### config.mk
export PLATFORM = sky130hd
export DESIGN_NAME = dpp_port
export DESIGN_NICKNAME = d
export VERILOG_FILES = /design/src/verilog/dpp_pkg.sv /design/src/verilog/dpp_port.sv /design/src/verilog/dpp_sync.sv
export SDC_FILE = /design/constraint.sdc
export NUM_CORES = 1
export LEC_CHECK = 0
export ABC_CLOCK_PERIOD_IN_PS = 4000
export BUFFER_PORTS_ARGS = -buffer_cell sky130_fd_sc_hd__buf_2
export CAP_MARGIN = 20
export CORE_ASPECT_RATIO = 1.75
export CORE_MARGIN = 2
export CORE_UTILIZATION = 50
export CTS_CLUSTER_DIAMETER = 100
export DETAILED_ROUTE_END_ITERATION = 8
export GPL_TIMING_DRIVEN = 0
export HOLD_SLACK_MARGIN = 0.1
export PLACE_DENSITY = 0.69
export SETUP_SLACK_MARGIN = 0.15
export SYNTH_ARGS = -nofsm -noshare
export SYNTH_HDL_FRONTEND = slang
export SYNTH_HIERARCHICAL = 1
export SYNTH_SLANG_ARGS = --single-unit
### constraint.sdc
create_clock -name clk_sys -period 4 [get_ports clk_sys]
set_input_delay 0.2 -clock clk_sys [delete_from_list [all_inputs] [get_ports clk_sys]]
set_output_delay 0.2 -clock clk_sys [all_outputs]
set_load 0.03 [all_outputs]
### src/verilog/dpp_pkg.sv
// constants shared by the debug and programming port
package dpp_pkg;
	localparam int unsigned FRAME_BITS   = 32;
	localparam int unsigned CNT_W        = 6;
	localparam int unsigned ADDR_W       = 16;
	localparam int unsigned DATA_W       = 8;
	localparam int unsigned BP_COUNT     = 4;
	localparam int unsigned BP_IDX_W     = 2;
	// frame layout, first bit on the wire is the top bit
	localparam int unsigned CMD_MSB      = 31;
	localparam int unsigned CMD_LSB      = 24;
	localparam int unsigned ADDR_MSB     = 23;
	localparam int unsigned ADDR_LSB     = 8;
	localparam int unsigned DATA_MSB     = 7;
	localparam int unsigned DATA_LSB     = 0;
	localparam int unsigned BP_ARM_BIT   = 7;
	localparam logic [CNT_W-1:0] LAST_BIT = 6'h1F;
	localparam logic        PINS_ENABLE_RESET = 1'b1;
	// command codes
	localparam logic [7:0] CMD_RESET     = 8'h01;
	localparam logic [7:0] CMD_RUN       = 8'h02;
	localparam logic [7:0] CMD_STOP      = 8'h03;
	localparam logic [7:0] CMD_STEP      = 8'h04;
	localparam logic [7:0] CMD_RUN_TO    = 8'h05;
	localparam logic [7:0] CMD_SET_BP    = 8'h06;
	localparam logic [7:0] CMD_ERASE     = 8'h10;
	localparam logic [7:0] CMD_PROG      = 8'h11;
	localparam logic [7:0] CMD_OPTION    = 8'h12;
	// flash operation codes towards the flash controller
	localparam logic [1:0] FOP_ERASE     = 2'h0;
	localparam logic [1:0] FOP_PROG      = 2'h1;
	localparam logic [1:0] FOP_OPTION    = 2'h2;
	typedef enum logic [2:0] {
		DPP_IDLE  = 3'b000,
		DPP_SHIFT = 3'b001,
		DPP_EXEC  = 3'b010,
		DPP_FLASH = 3'b011,
		DPP_AWAIT = 3'b100,
		DPP_ACK   = 3'b101
	} dpp_state_t;
endpackage

### src/verilog/dpp_port.sv
// shared two-wire programming and debug port with breakpoint unit
`timescale 1ns/1ns
module dpp_port (
	input  wire logic                        clk_sys,        // system clock, 100 MHz
	input  wire logic                        nrst,           // synchronous reset, active low
	input  wire logic                        clk_en,         // clock enable, freezes state
	input  wire logic                        pad_clk_in,     // shared clock pin level
	input  wire logic                        pad_data_in,    // shared data pin level
	output logic                             pad_clk_out,    // clock pin output value
	output logic                             pad_clk_oe,     // clock pin output enable
	output logic                             pad_data_out,   // data pin output value
	output logic                             pad_data_oe,    // data pin output enable
	input  wire logic                        rst_pin,        // device reset line, high halts
	input  wire logic                        gpio_clk_out,   // port logic value for clock pin
	input  wire logic                        gpio_clk_oe,    // port logic enable for clock pin
	input  wire logic                        gpio_data_out,  // port logic value for data pin
	input  wire logic                        gpio_data_oe,   // port logic enable for data pin
	input  wire logic                        pins_en_wr,     // cpu write strobe of enable bit
	input  wire logic                        pins_en_wdata,  // value written to enable bit
	output logic                             debug_pins_enable, // enable bit state
	input  wire logic [dpp_pkg::ADDR_W-1:0]  cpu_pc,         // cpu fetch address
	input  wire logic                        cpu_pc_valid,   // cpu fetch strobe
	output logic                             cpu_halt,       // stall cpu and peripherals
	output logic                             cpu_step,       // one instruction pulse
	output logic                             cpu_reset_req,  // cpu reset pulse
	output logic                             bp_hit,         // breakpoint hit pulse
	output logic                             flash_req,      // flash operation request level
	output logic [1:0]                       flash_op,       // flash operation code
	output logic [dpp_pkg::ADDR_W-1:0]       flash_addr,     // flash or option address
	output logic [dpp_pkg::DATA_W-1:0]       flash_wdata,    // flash write data
	input  wire logic                        flash_done      // flash operation finished
);
	logic                            s_clk;
	logic                            s_dat;
	logic                            s_rst;
	logic                            s_clk_d;
	logic                            s_dat_d;
	logic                            rise;
	logic                            fall;
	logic                            start;
	logic                            own;
	logic                            dbg_stop;
	logic                            ack_ok;
	logic [dpp_pkg::CNT_W-1:0]       bit_cnt;
	logic [dpp_pkg::FRAME_BITS-1:0]  frame;
	logic [7:0]                      cmd;
	logic                            is_flash;
	logic [dpp_pkg::BP_COUNT-1:0]    bp_arm;
	logic [dpp_pkg::BP_COUNT-1:0]    bp_match;
	logic [dpp_pkg::ADDR_W-1:0]      bp_addr [dpp_pkg::BP_COUNT];
	logic [dpp_pkg::ADDR_W-1:0]      cursor_addr;
	logic                            cursor_arm;
	logic                            cursor_match;
	logic                            match_any;
	logic [dpp_pkg::BP_IDX_W-1:0]    bp_idx;
	dpp_pkg::dpp_state_t             state;

	// ************************************************************
	// pin sampling
	// ************************************************************
	dpp_sync #(.W(3)) u_sync (
		.clk_sys (clk_sys),
		.nrst    (nrst),
		.clk_en  (clk_en),
		.d       ({pad_clk_in, pad_data_in, rst_pin}),
		.q       ({s_clk, s_dat, s_rst})
	);

	always_ff @(posedge clk_sys) begin
		if (!nrst) begin
			s_clk_d <= 1'b0;
			s_dat_d <= 1'b1;
		end else if (clk_en) begin
			s_clk_d <= s_clk;
			s_dat_d <= s_dat;
		end
	end

	// a frame opens with data falling while the clock is high
	assign rise  = s_clk & ~s_clk_d;
	assign fall  = ~s_clk & s_clk_d;
	assign start = s_clk & s_clk_d & s_dat_d & ~s_dat;
	// a held reset line hands the pins over regardless of the enable bit
	assign own   = debug_pins_enable | s_rst;
	assign cmd   = frame[dpp_pkg::CMD_MSB:dpp_pkg::CMD_LSB];
	assign bp_idx = frame[dpp_pkg::BP_IDX_W-1:0];
	assign is_flash = (cmd == dpp_pkg::CMD_ERASE) || (cmd == dpp_pkg::CMD_PROG)
		|| (cmd == dpp_pkg::CMD_OPTION);

	// ************************************************************
	// pin enable bit
	// ************************************************************
	always_ff @(posedge clk_sys) begin
		if (!nrst) begin
			debug_pins_enable <= dpp_pkg::PINS_ENABLE_RESET;
		end else if (clk_en && pins_en_wr) begin
			debug_pins_enable <= pins_en_wdata;
		end
	end

	// ************************************************************
	// pad drive
	// ************************************************************
	always_ff @(posedge clk_sys) begin
		if (!nrst) begin
			pad_clk_out  <= 1'b0;
			pad_clk_oe   <= 1'b0;
			pad_data_out <= 1'b0;
			pad_data_oe  <= 1'b0;
		end else if (clk_en) begin
			if (own) begin
				pad_clk_out  <= 1'b0;
				pad_clk_oe   <= 1'b0;
				pad_data_out <= ~ack_ok;
				pad_data_oe  <= (state == dpp_pkg::DPP_ACK);
			end else begin
				pad_clk_out  <= gpio_clk_out;
				pad_clk_oe   <= gpio_clk_oe;
				pad_data_out <= gpio_data_out;
				pad_data_oe  <= gpio_data_oe;
			end
		end
	end

	// ************************************************************
	// frame receiver and command sequencer
	// ************************************************************
	always_ff @(posedge clk_sys) begin
		if (!nrst) begin
			state   <= dpp_pkg::DPP_IDLE;
			bit_cnt <= '0;
			frame   <= '0;
			ack_ok  <= 1'b0;
		end else if (clk_en) begin
			case (state)
				dpp_pkg::DPP_IDLE: begin
					if (own && start) begin
						state   <= dpp_pkg::DPP_SHIFT;
						bit_cnt <= '0;
					end
				end
				dpp_pkg::DPP_SHIFT: begin
					if (!own) begin
						state <= dpp_pkg::DPP_IDLE;
					end else if (start) begin
						bit_cnt <= '0;
					end else if (rise) begin
						frame   <= {frame[dpp_pkg::FRAME_BITS-2:0], s_dat};
						bit_cnt <= bit_cnt + 1'b1;
						if (bit_cnt == dpp_pkg::LAST_BIT) begin
							state <= dpp_pkg::DPP_EXEC;
						end
					end
				end
				dpp_pkg::DPP_EXEC: begin
					// flash work is refused unless the cpu is stalled
					if (is_flash && cpu_halt) begin
						state  <= dpp_pkg::DPP_FLASH;
						ack_ok <= 1'b1;
					end else begin
						state  <= dpp_pkg::DPP_AWAIT;
						ack_ok <= !is_flash;
					end
				end
				dpp_pkg::DPP_FLASH: begin
					if (flash_done) begin
						state <= dpp_pkg::DPP_AWAIT;
					end
				end
				dpp_pkg::DPP_AWAIT: begin
					if (!own) begin
						state <= dpp_pkg::DPP_IDLE;
					end else if (fall) begin
						state <= dpp_pkg::DPP_ACK;
					end
				end
				dpp_pkg::DPP_ACK: begin
					if (!own || fall) begin
						state <= dpp_pkg::DPP_IDLE;
					end
				end
				default: begin
					state <= dpp_pkg::DPP_IDLE;
				end
			endcase
		end
	end

	// ************************************************************
	// flash request
	// ************************************************************
	always_ff @(posedge clk_sys) begin
		if (!nrst) begin
			flash_req   <= 1'b0;
			flash_op    <= dpp_pkg::FOP_ERASE;
			flash_addr  <= '0;
			flash_wdata <= '0;
		end else if (clk_en) begin
			if (state == dpp_pkg::DPP_EXEC && is_flash && cpu_halt) begin
				flash_req   <= 1'b1;
				flash_addr  <= frame[dpp_pkg::ADDR_MSB:dpp_pkg::ADDR_LSB];
				flash_wdata <= frame[dpp_pkg::DATA_MSB:dpp_pkg::DATA_LSB];
				if (cmd == dpp_pkg::CMD_ERASE) begin
					flash_op <= dpp_pkg::FOP_ERASE;
				end else if (cmd == dpp_pkg::CMD_PROG) begin
					flash_op <= dpp_pkg::FOP_PROG;
				end else begin
					flash_op <= dpp_pkg::FOP_OPTION;
				end
			end else if (flash_done) begin
				flash_req <= 1'b0;
			end
		end
	end

	// ************************************************************
	// breakpoints
	// ************************************************************
	generate
		for (genvar i = 0; i < dpp_pkg::BP_COUNT; i++) begin : g_bp
			assign bp_match[i] = bp_arm[i] && cpu_pc_valid && (cpu_pc == bp_addr[i]);
			always_ff @(posedge clk_sys) begin
				if (!nrst) begin
					bp_arm[i]  <= 1'b0;
					bp_addr[i] <= '0;
				end else if (clk_en && state == dpp_pkg::DPP_EXEC
					&& cmd == dpp_pkg::CMD_SET_BP && bp_idx == i) begin
					bp_arm[i]  <= frame[dpp_pkg::BP_ARM_BIT];
					bp_addr[i] <= frame[dpp_pkg::ADDR_MSB:dpp_pkg::ADDR_LSB];
				end
			end
		end
	endgenerate

	assign cursor_match = cursor_arm && cpu_pc_valid && (cpu_pc == cursor_addr);
	assign match_any    = (|bp_match) || cursor_match;

	// ************************************************************
	// execution control
	// ************************************************************
	always_ff @(posedge clk_sys) begin
		if (!nrst) begin
			dbg_stop      <= 1'b0;
			cursor_arm    <= 1'b0;
			cursor_addr   <= '0;
			cpu_step      <= 1'b0;
			cpu_reset_req <= 1'b0;
			bp_hit        <= 1'b0;
			cpu_halt      <= 1'b0;
		end else if (clk_en) begin
			cpu_step      <= 1'b0;
			cpu_reset_req <= 1'b0;
			bp_hit        <= match_any && !dbg_stop;
			if (match_any) begin
				dbg_stop   <= 1'b1;
				cursor_arm <= 1'b0;
			end else if (state == dpp_pkg::DPP_EXEC) begin
				case (cmd)
					dpp_pkg::CMD_RESET: cpu_reset_req <= 1'b1;
					dpp_pkg::CMD_RUN:   dbg_stop <= 1'b0;
					dpp_pkg::CMD_STOP:  dbg_stop <= 1'b1;
					dpp_pkg::CMD_STEP:  cpu_step <= dbg_stop;
					dpp_pkg::CMD_RUN_TO: begin
						cursor_addr <= frame[dpp_pkg::ADDR_MSB:dpp_pkg::ADDR_LSB];
						cursor_arm  <= 1'b1;
						dbg_stop    <= 1'b0;
					end
					default: begin
					end
				endcase
			end
			// a flash job keeps the cpu stalled even if the reset line lets go
			cpu_halt <= dbg_stop || s_rst || (state == dpp_pkg::DPP_FLASH);
		end
	end
endmodule

### src/verilog/dpp_sync.sv
// two flip-flop synchroniser for pin inputs
`timescale 1ns/1ns
module dpp_sync #(
	parameter int unsigned W = 1
) (
	input  wire logic         clk_sys, // system clock
	input  wire logic         nrst,    // synchronous reset, active low
	input  wire logic         clk_en,  // clock enable
	input  wire logic [W-1:0] d,       // asynchronous input
	output logic      [W-1:0] q        // synchronised output
);
	logic [W-1:0] meta;

	always_ff @(posedge clk_sys) begin
		if (!nrst) begin
			meta <= '0;
			q    <= '0;
		end else if (clk_en) begin
			meta <= d;
			q    <= meta;
		end
	end
endmodule
; ---- Word level (Yosys, flattened, before mapping)
; Memories as Yosys holds them, arrays and structs flattened.
; Cells that the tools add are included.
[totals]
register_bits = 108
elab_cells = 181
mem_count = 1
out_inout_bits = 36
mem_bits_rw = 64
[op_classes]
n_bitwise = 16
mux = 54
eq_ne = 32
reduce_logical = 49
addsub = 1
[memory_table]
columns = name, depth, word_bits, rd, rd_ports_with_merged_regs, wr, line_no
row1 = bp_addr, 4, 16, 4, 0, 4, dpp_port.sv:50  ; logic [dpp_pkg::ADDR_W-1:0] bp_addr [dpp_pkg::BP_COUNT];
[op_table]
columns = operator, count
row1 = 16-bit == test, 5
row2 = 16-bit 2-to-1 mux, 4
row3 = 1-bit 2-to-1 mux, 31
row4 = 3-bit 2-to-1 mux, 10
row5 = "8-bit by 3-bit == test with 1-bit output, second input constant", 3
row6 = "8-bit by 5-bit == test with 1-bit output, second input constant", 3
row7 = 6-bit 2-to-1 mux, 4
row8 = 1-bit logical AND, 22
row9 = 3-bit case mux with 6 select lines, 1
row10 = "8-bit by 2-bit == test with 1-bit output, second input constant", 2
row11 = "3-bit inequality test, second input constant", 5
row12 = 6-bit case mux with 2 select lines, 1
row13 = 5-bit AND reduction, 2
row14 = "8-bit by 1-bit == test with 1-bit output, second input constant", 1
row15 = 8-bit AND reduction, 1
row16 = 2-bit nonzero test, 4
row17 = "6-bit by 1-bit adder with 6-bit output, second input constant", 1
row18 = "3-bit by 2-bit == test with 1-bit output, second input constant", 2
row19 = "3-bit == test, second input constant", 2
row20 = "6-bit by 5-bit == test with 1-bit output, second input constant", 1
row21 = 1-bit logical OR, 6
row22 = "2-bit inequality test, second input constant", 3
row23 = 1-bit inverter, 6
row24 = 2-bit AND reduction, 3
row25 = 16 further kinds, 29

; ---- Depth between registers and ports, before layout
[logic_depth]
word_depth = 8
mapped_depth = 8
depth_no_buf = 7

; ---- By module
; Netlist, hierarchy kept.
[modules_own_cells]
columns = mod, area_per_inst_um2, cells_per_inst, instances
row1 = dpp_port, 7531.0, 791, 1
row2 = dpp_sync, 229.0, 19, 1

; ---- Worst setup path after synthesis
; No wires, ideal clock.
[synth_timing]
path_type = register -> register
from = register frame[30] in the netlist's numbering
to = memory bp_addr[0][0] in the netlist's numbering, enable pin
path_buffers = 1
arrival_ps = 2703
required_time_ps = 3583
path_slack_ps = 880
stages_incl_launch_ff = 6
path_cell_list = dfxtp_1 > nor4_4 > nand4b_2 > or3b_1 > buf_6 > o31ai_1
[synth_rtl]
columns = item, line_no
row1 = start: declaration, dpp_port.sv:45  ; logic [dpp_pkg::FRAME_BITS-1:0] frame;
row2 = start signal: assignment, dpp_port.sv:148  ; frame <= {frame[dpp_pkg::FRAME_BITS-2:0], s_dat};
row3 = end: declaration, dpp_port.sv:50

==> flow_summary.json <==
{
  "crit_arrival_ps": 2780,
  "async_flop_share_pct": 0,
  "power_mw": 3.68,
  "drv_cap": 0,
  "cts_inserted_buffers": 17,
  "peakVddDrop_mv": 0.289,
  "clockBufferDepth": 2,
  "min_period_over_period_pct": 68.3,
  "final-instance-count-excl-fill": 1088,
  "power.leakage_nw": 3.08,
  "outcome": "finished, final reports clean",
  "post-route-util_pct": 58.4,
  "cts_root_buffer": "clkbuf_16",
  "fp.dieH_um": 169,
  "synth_top_area_cell": "dfxtp_1",
  "die_w_um": 98.2,
  "num-fill-cells": 1416,
  "slowest_delay_ps": 760,
  "dp_cells": 1046,
  "cp-start-kind": "register",
  "syn-cell-area_um2": 7760,
  "clk_latency_ps": 430,
  "synth_top_area_share_pct": 27.9,
  "worst-r2r-setup-slack_ps": 1270,
  "setup_tns_ps": 0,
  "relSlewSlack_pct": 37.6,
  "yosys_most_used_dff": "dfxtp_1",
  "nNetsFinal": 920,
  "synth_xor_area_share_pct": 9.48,
  "pre_cts_ws_ps": 1270,
  "hp-class": "input port to register",
  "hold-path-endpoint": "pad_data_oe",
  "antenna_found_initial": 0,
  "wl_per_cell_um": 19.1,
  "cts.clk_slew.worst_paths_ps": 70,
  "drive_gt1_share_pct": 14.5,
  "rows": 60,
  "grtUsageTotal_pct": 25.7,
  "synth_simple_gate_area_share_pct": 22.0,
  "crit_type": "register to register",
  "grt_max_degree": 18,
  "finalClockSkew_ps": 14.0,
  "synth-edff-count": 64,
  "design_area_um2": 8950,
  "hpwl_um": 15200,
  "die_area_um2": 16600,
  "coreArea_um2": 15300,
  "synth_seq_cells": 172,
  "placed_cell_area_um2": 8280,
  "period_minus_slack_ps": 2730,
  "start_util_pct": 50.7,
  "synth_top_family_by_area": "simple AND/OR/NAND/NOR gates",
  "htree_levels": 4,
  "hold_viol_final": 0,
  "dr_total_vias": 6048,
  "rr_worst_depth": 5,
  "gp_congestion": 0.908,
  "synth_fa_ha_area_share_pct": 0.161,
  "setup_ws_ps": 1270,
  "rsz0062_at_grt": "no",
  "first_global_vias": 6113,
  "cp-end-kind": "register",
  "slew_viol_final": 0,
  "p_per_area_nw_per_um2": 411,
  "tightest_slew_ps": 936,
  "ys_top_cells_by_area": "dfxtp_1 28%, edfxtp_1 25%, xnor2_1 7.4%",
  "hold_ws_ps": 103,
  "io_pins": 66,
  "setup_viol": 0,
  "synth_compound_area_share_pct": 9.93,
  "grt_overflow": 0,
  "port_buffers": 49,
  "first_pass_iters": 6,
  "grt_pass1_wl_um": 32400,
  "r2r_start": "frame[30]",
  "crit_slowest_cell": "o31ai_4",
  "hold_depth": 3,
  "fmax_mhz": 366,
  "worst_path_dominant_cell_family": "simple AND/OR/NAND/NOR gates",
  "r2r-end": "bp_addr[0][5]",
  "crit_buf_inv": 1,
  "ys_seq_area_share_pct": 52.6,
  "min_from": "gpio_data_oe",
  "route.detailed.drc": 0,
  "cts_tree": "done",
  "cts_sinks": 172,
  "crit_chain": "nor4_4, nand4b_2, or3b_1, buf_6, o31ai_4",
  "yosys_warnings": 6,
  "synth_nets": 841,
  "synthDistinctLibCells": 53,
  "first_iter_violations": 342,
  "antenna_cells": 0,
  "viasPerCell": 5.56,
  "synthMuxAreaShare_pct": 1.16,
  "path_max_fanout": 17,
  "syn_inst": 810,
  "drt-total-wl_um": 20700,
  "synth.avg_cell_area_um2": 9.58,
  "ant_nets": 0,
  "area_growth_pct": 15.3,
  "critPathLaunch": "frame[30]",
  "crit_required_ps": 4050
}
## placed cells by master (no fill, tap or decap), drive strengths merged, types with 18 or more instances in the layout
cell    count
inv        31
a21oi      88
nor2       25
xor2       18
edfxtp     64
dfxtp     108
nand4      37
clkbuf     60
xnor2      66
nand2     138
buf        70
and2       64
## flip-flops by register name, summed over array words and instances (netlist names), 2 cells and up
signal and flops:
bp_addr 64, frame 32, cursor_addr 16, flash_addr 16
flash_wdata 8, bit_cnt 6, bp_arm 4, state 3
u_sync/meta 3, u_sync/q 3, flash_op 2
## kinds of logic after synthesis
| family | after synthesis |
|---|---|
| simple gates | 326 |
| fa+ha+maj | 1 |
| compound gates | 134 |
| xor+xnor | 84 |
| mux | 9 |
| flops | 172 |
| buf+inv | 84 |
## synthesized netlist by cell type, types with 2 or more instances
library cell / instances
dfxtp_1: 108
clkbuf_1: 38
buf_6: 2
buf_2: 17
nor3_4: 3
and2_1: 64
inv_1: 23
nand4b_1: 2
edfxtp_1: 64
a21oi_1: 88
nor2b_1: 11
a31o_2: 16
o21ai_0: 16
nand4_1: 37
clkbuf_2: 2
mux2i_1: 9
nor2_1: 25
or2_2: 2
or3_1: 2
nor4_4: 2
xor2_1: 18
nand2_1: 138
nor4_1: 3
nand2b_1: 3
a31oi_1: 2
nor3_1: 11
nor4b_1: 3
xnor2_1: 66
nand3_1: 11
## worst max path at each step
stage | slack [ps] | cells past startpoint | end
global route | 1140 | 5 | bp_addr[0][6]
detailed placement | 1270 | 5 | bp_addr[0][11]
finish | 1270 | 5 | bp_addr[0][5]
CTS | 1260 | 5 | bp_addr[0][13]
floorplan | 880 | 5 | bp_addr[0][0]
global placement | -60 | 5 | bp_addr[0][14]
## metal layers
layer | wire (um) | share of wire, % | GRT usage, % | vias to the layer above
li1 | - | - | - | 2922
met1 | 7060 | 34 | 24.8 | 2900
met2 | 11700 | 56 | 49.4 | 162
met3 | 614 | 3.0 | 3.51 | 64
met4 | 1350 | 6.5 | 17.3 | 0
met5 | 0 | 0 | 0 | -
## cell type report
class	count	area, um^2	area share (%)
flip-flops and latches	172	4080	45.6
clock inverters	12	80.1	0.895
repair buffers	60	360	4.03
multi-input cells	554	3340	37.4
clock buffers	20	489	5.47
well taps	186	233	2.60
inverters	24	90.1	1.01
plain buffers	60	268	2.99
## tightest hold or removal path, stage by stage
cell and delay, ps:
buf_2 80, a221oi_1 70, nor3_1 130
## what timing repair did
action                                  CTS  global route
endpoints found under the setup margin    0             0
gates resized for setup                   0             0
hold buffers                             10             0
endpoints found under the hold margin     8             0
setup buffers                             0             0
## power breakdown
group | switching, mW | internal [mW] | leakage [nW]
registers | 0.0196 | 1.85 | 1.48
clock network | 0.702 | 0.888 | 0.287
logic | 0.132 | 0.0819 | 1.31
(Power assumes the default switching activity.)
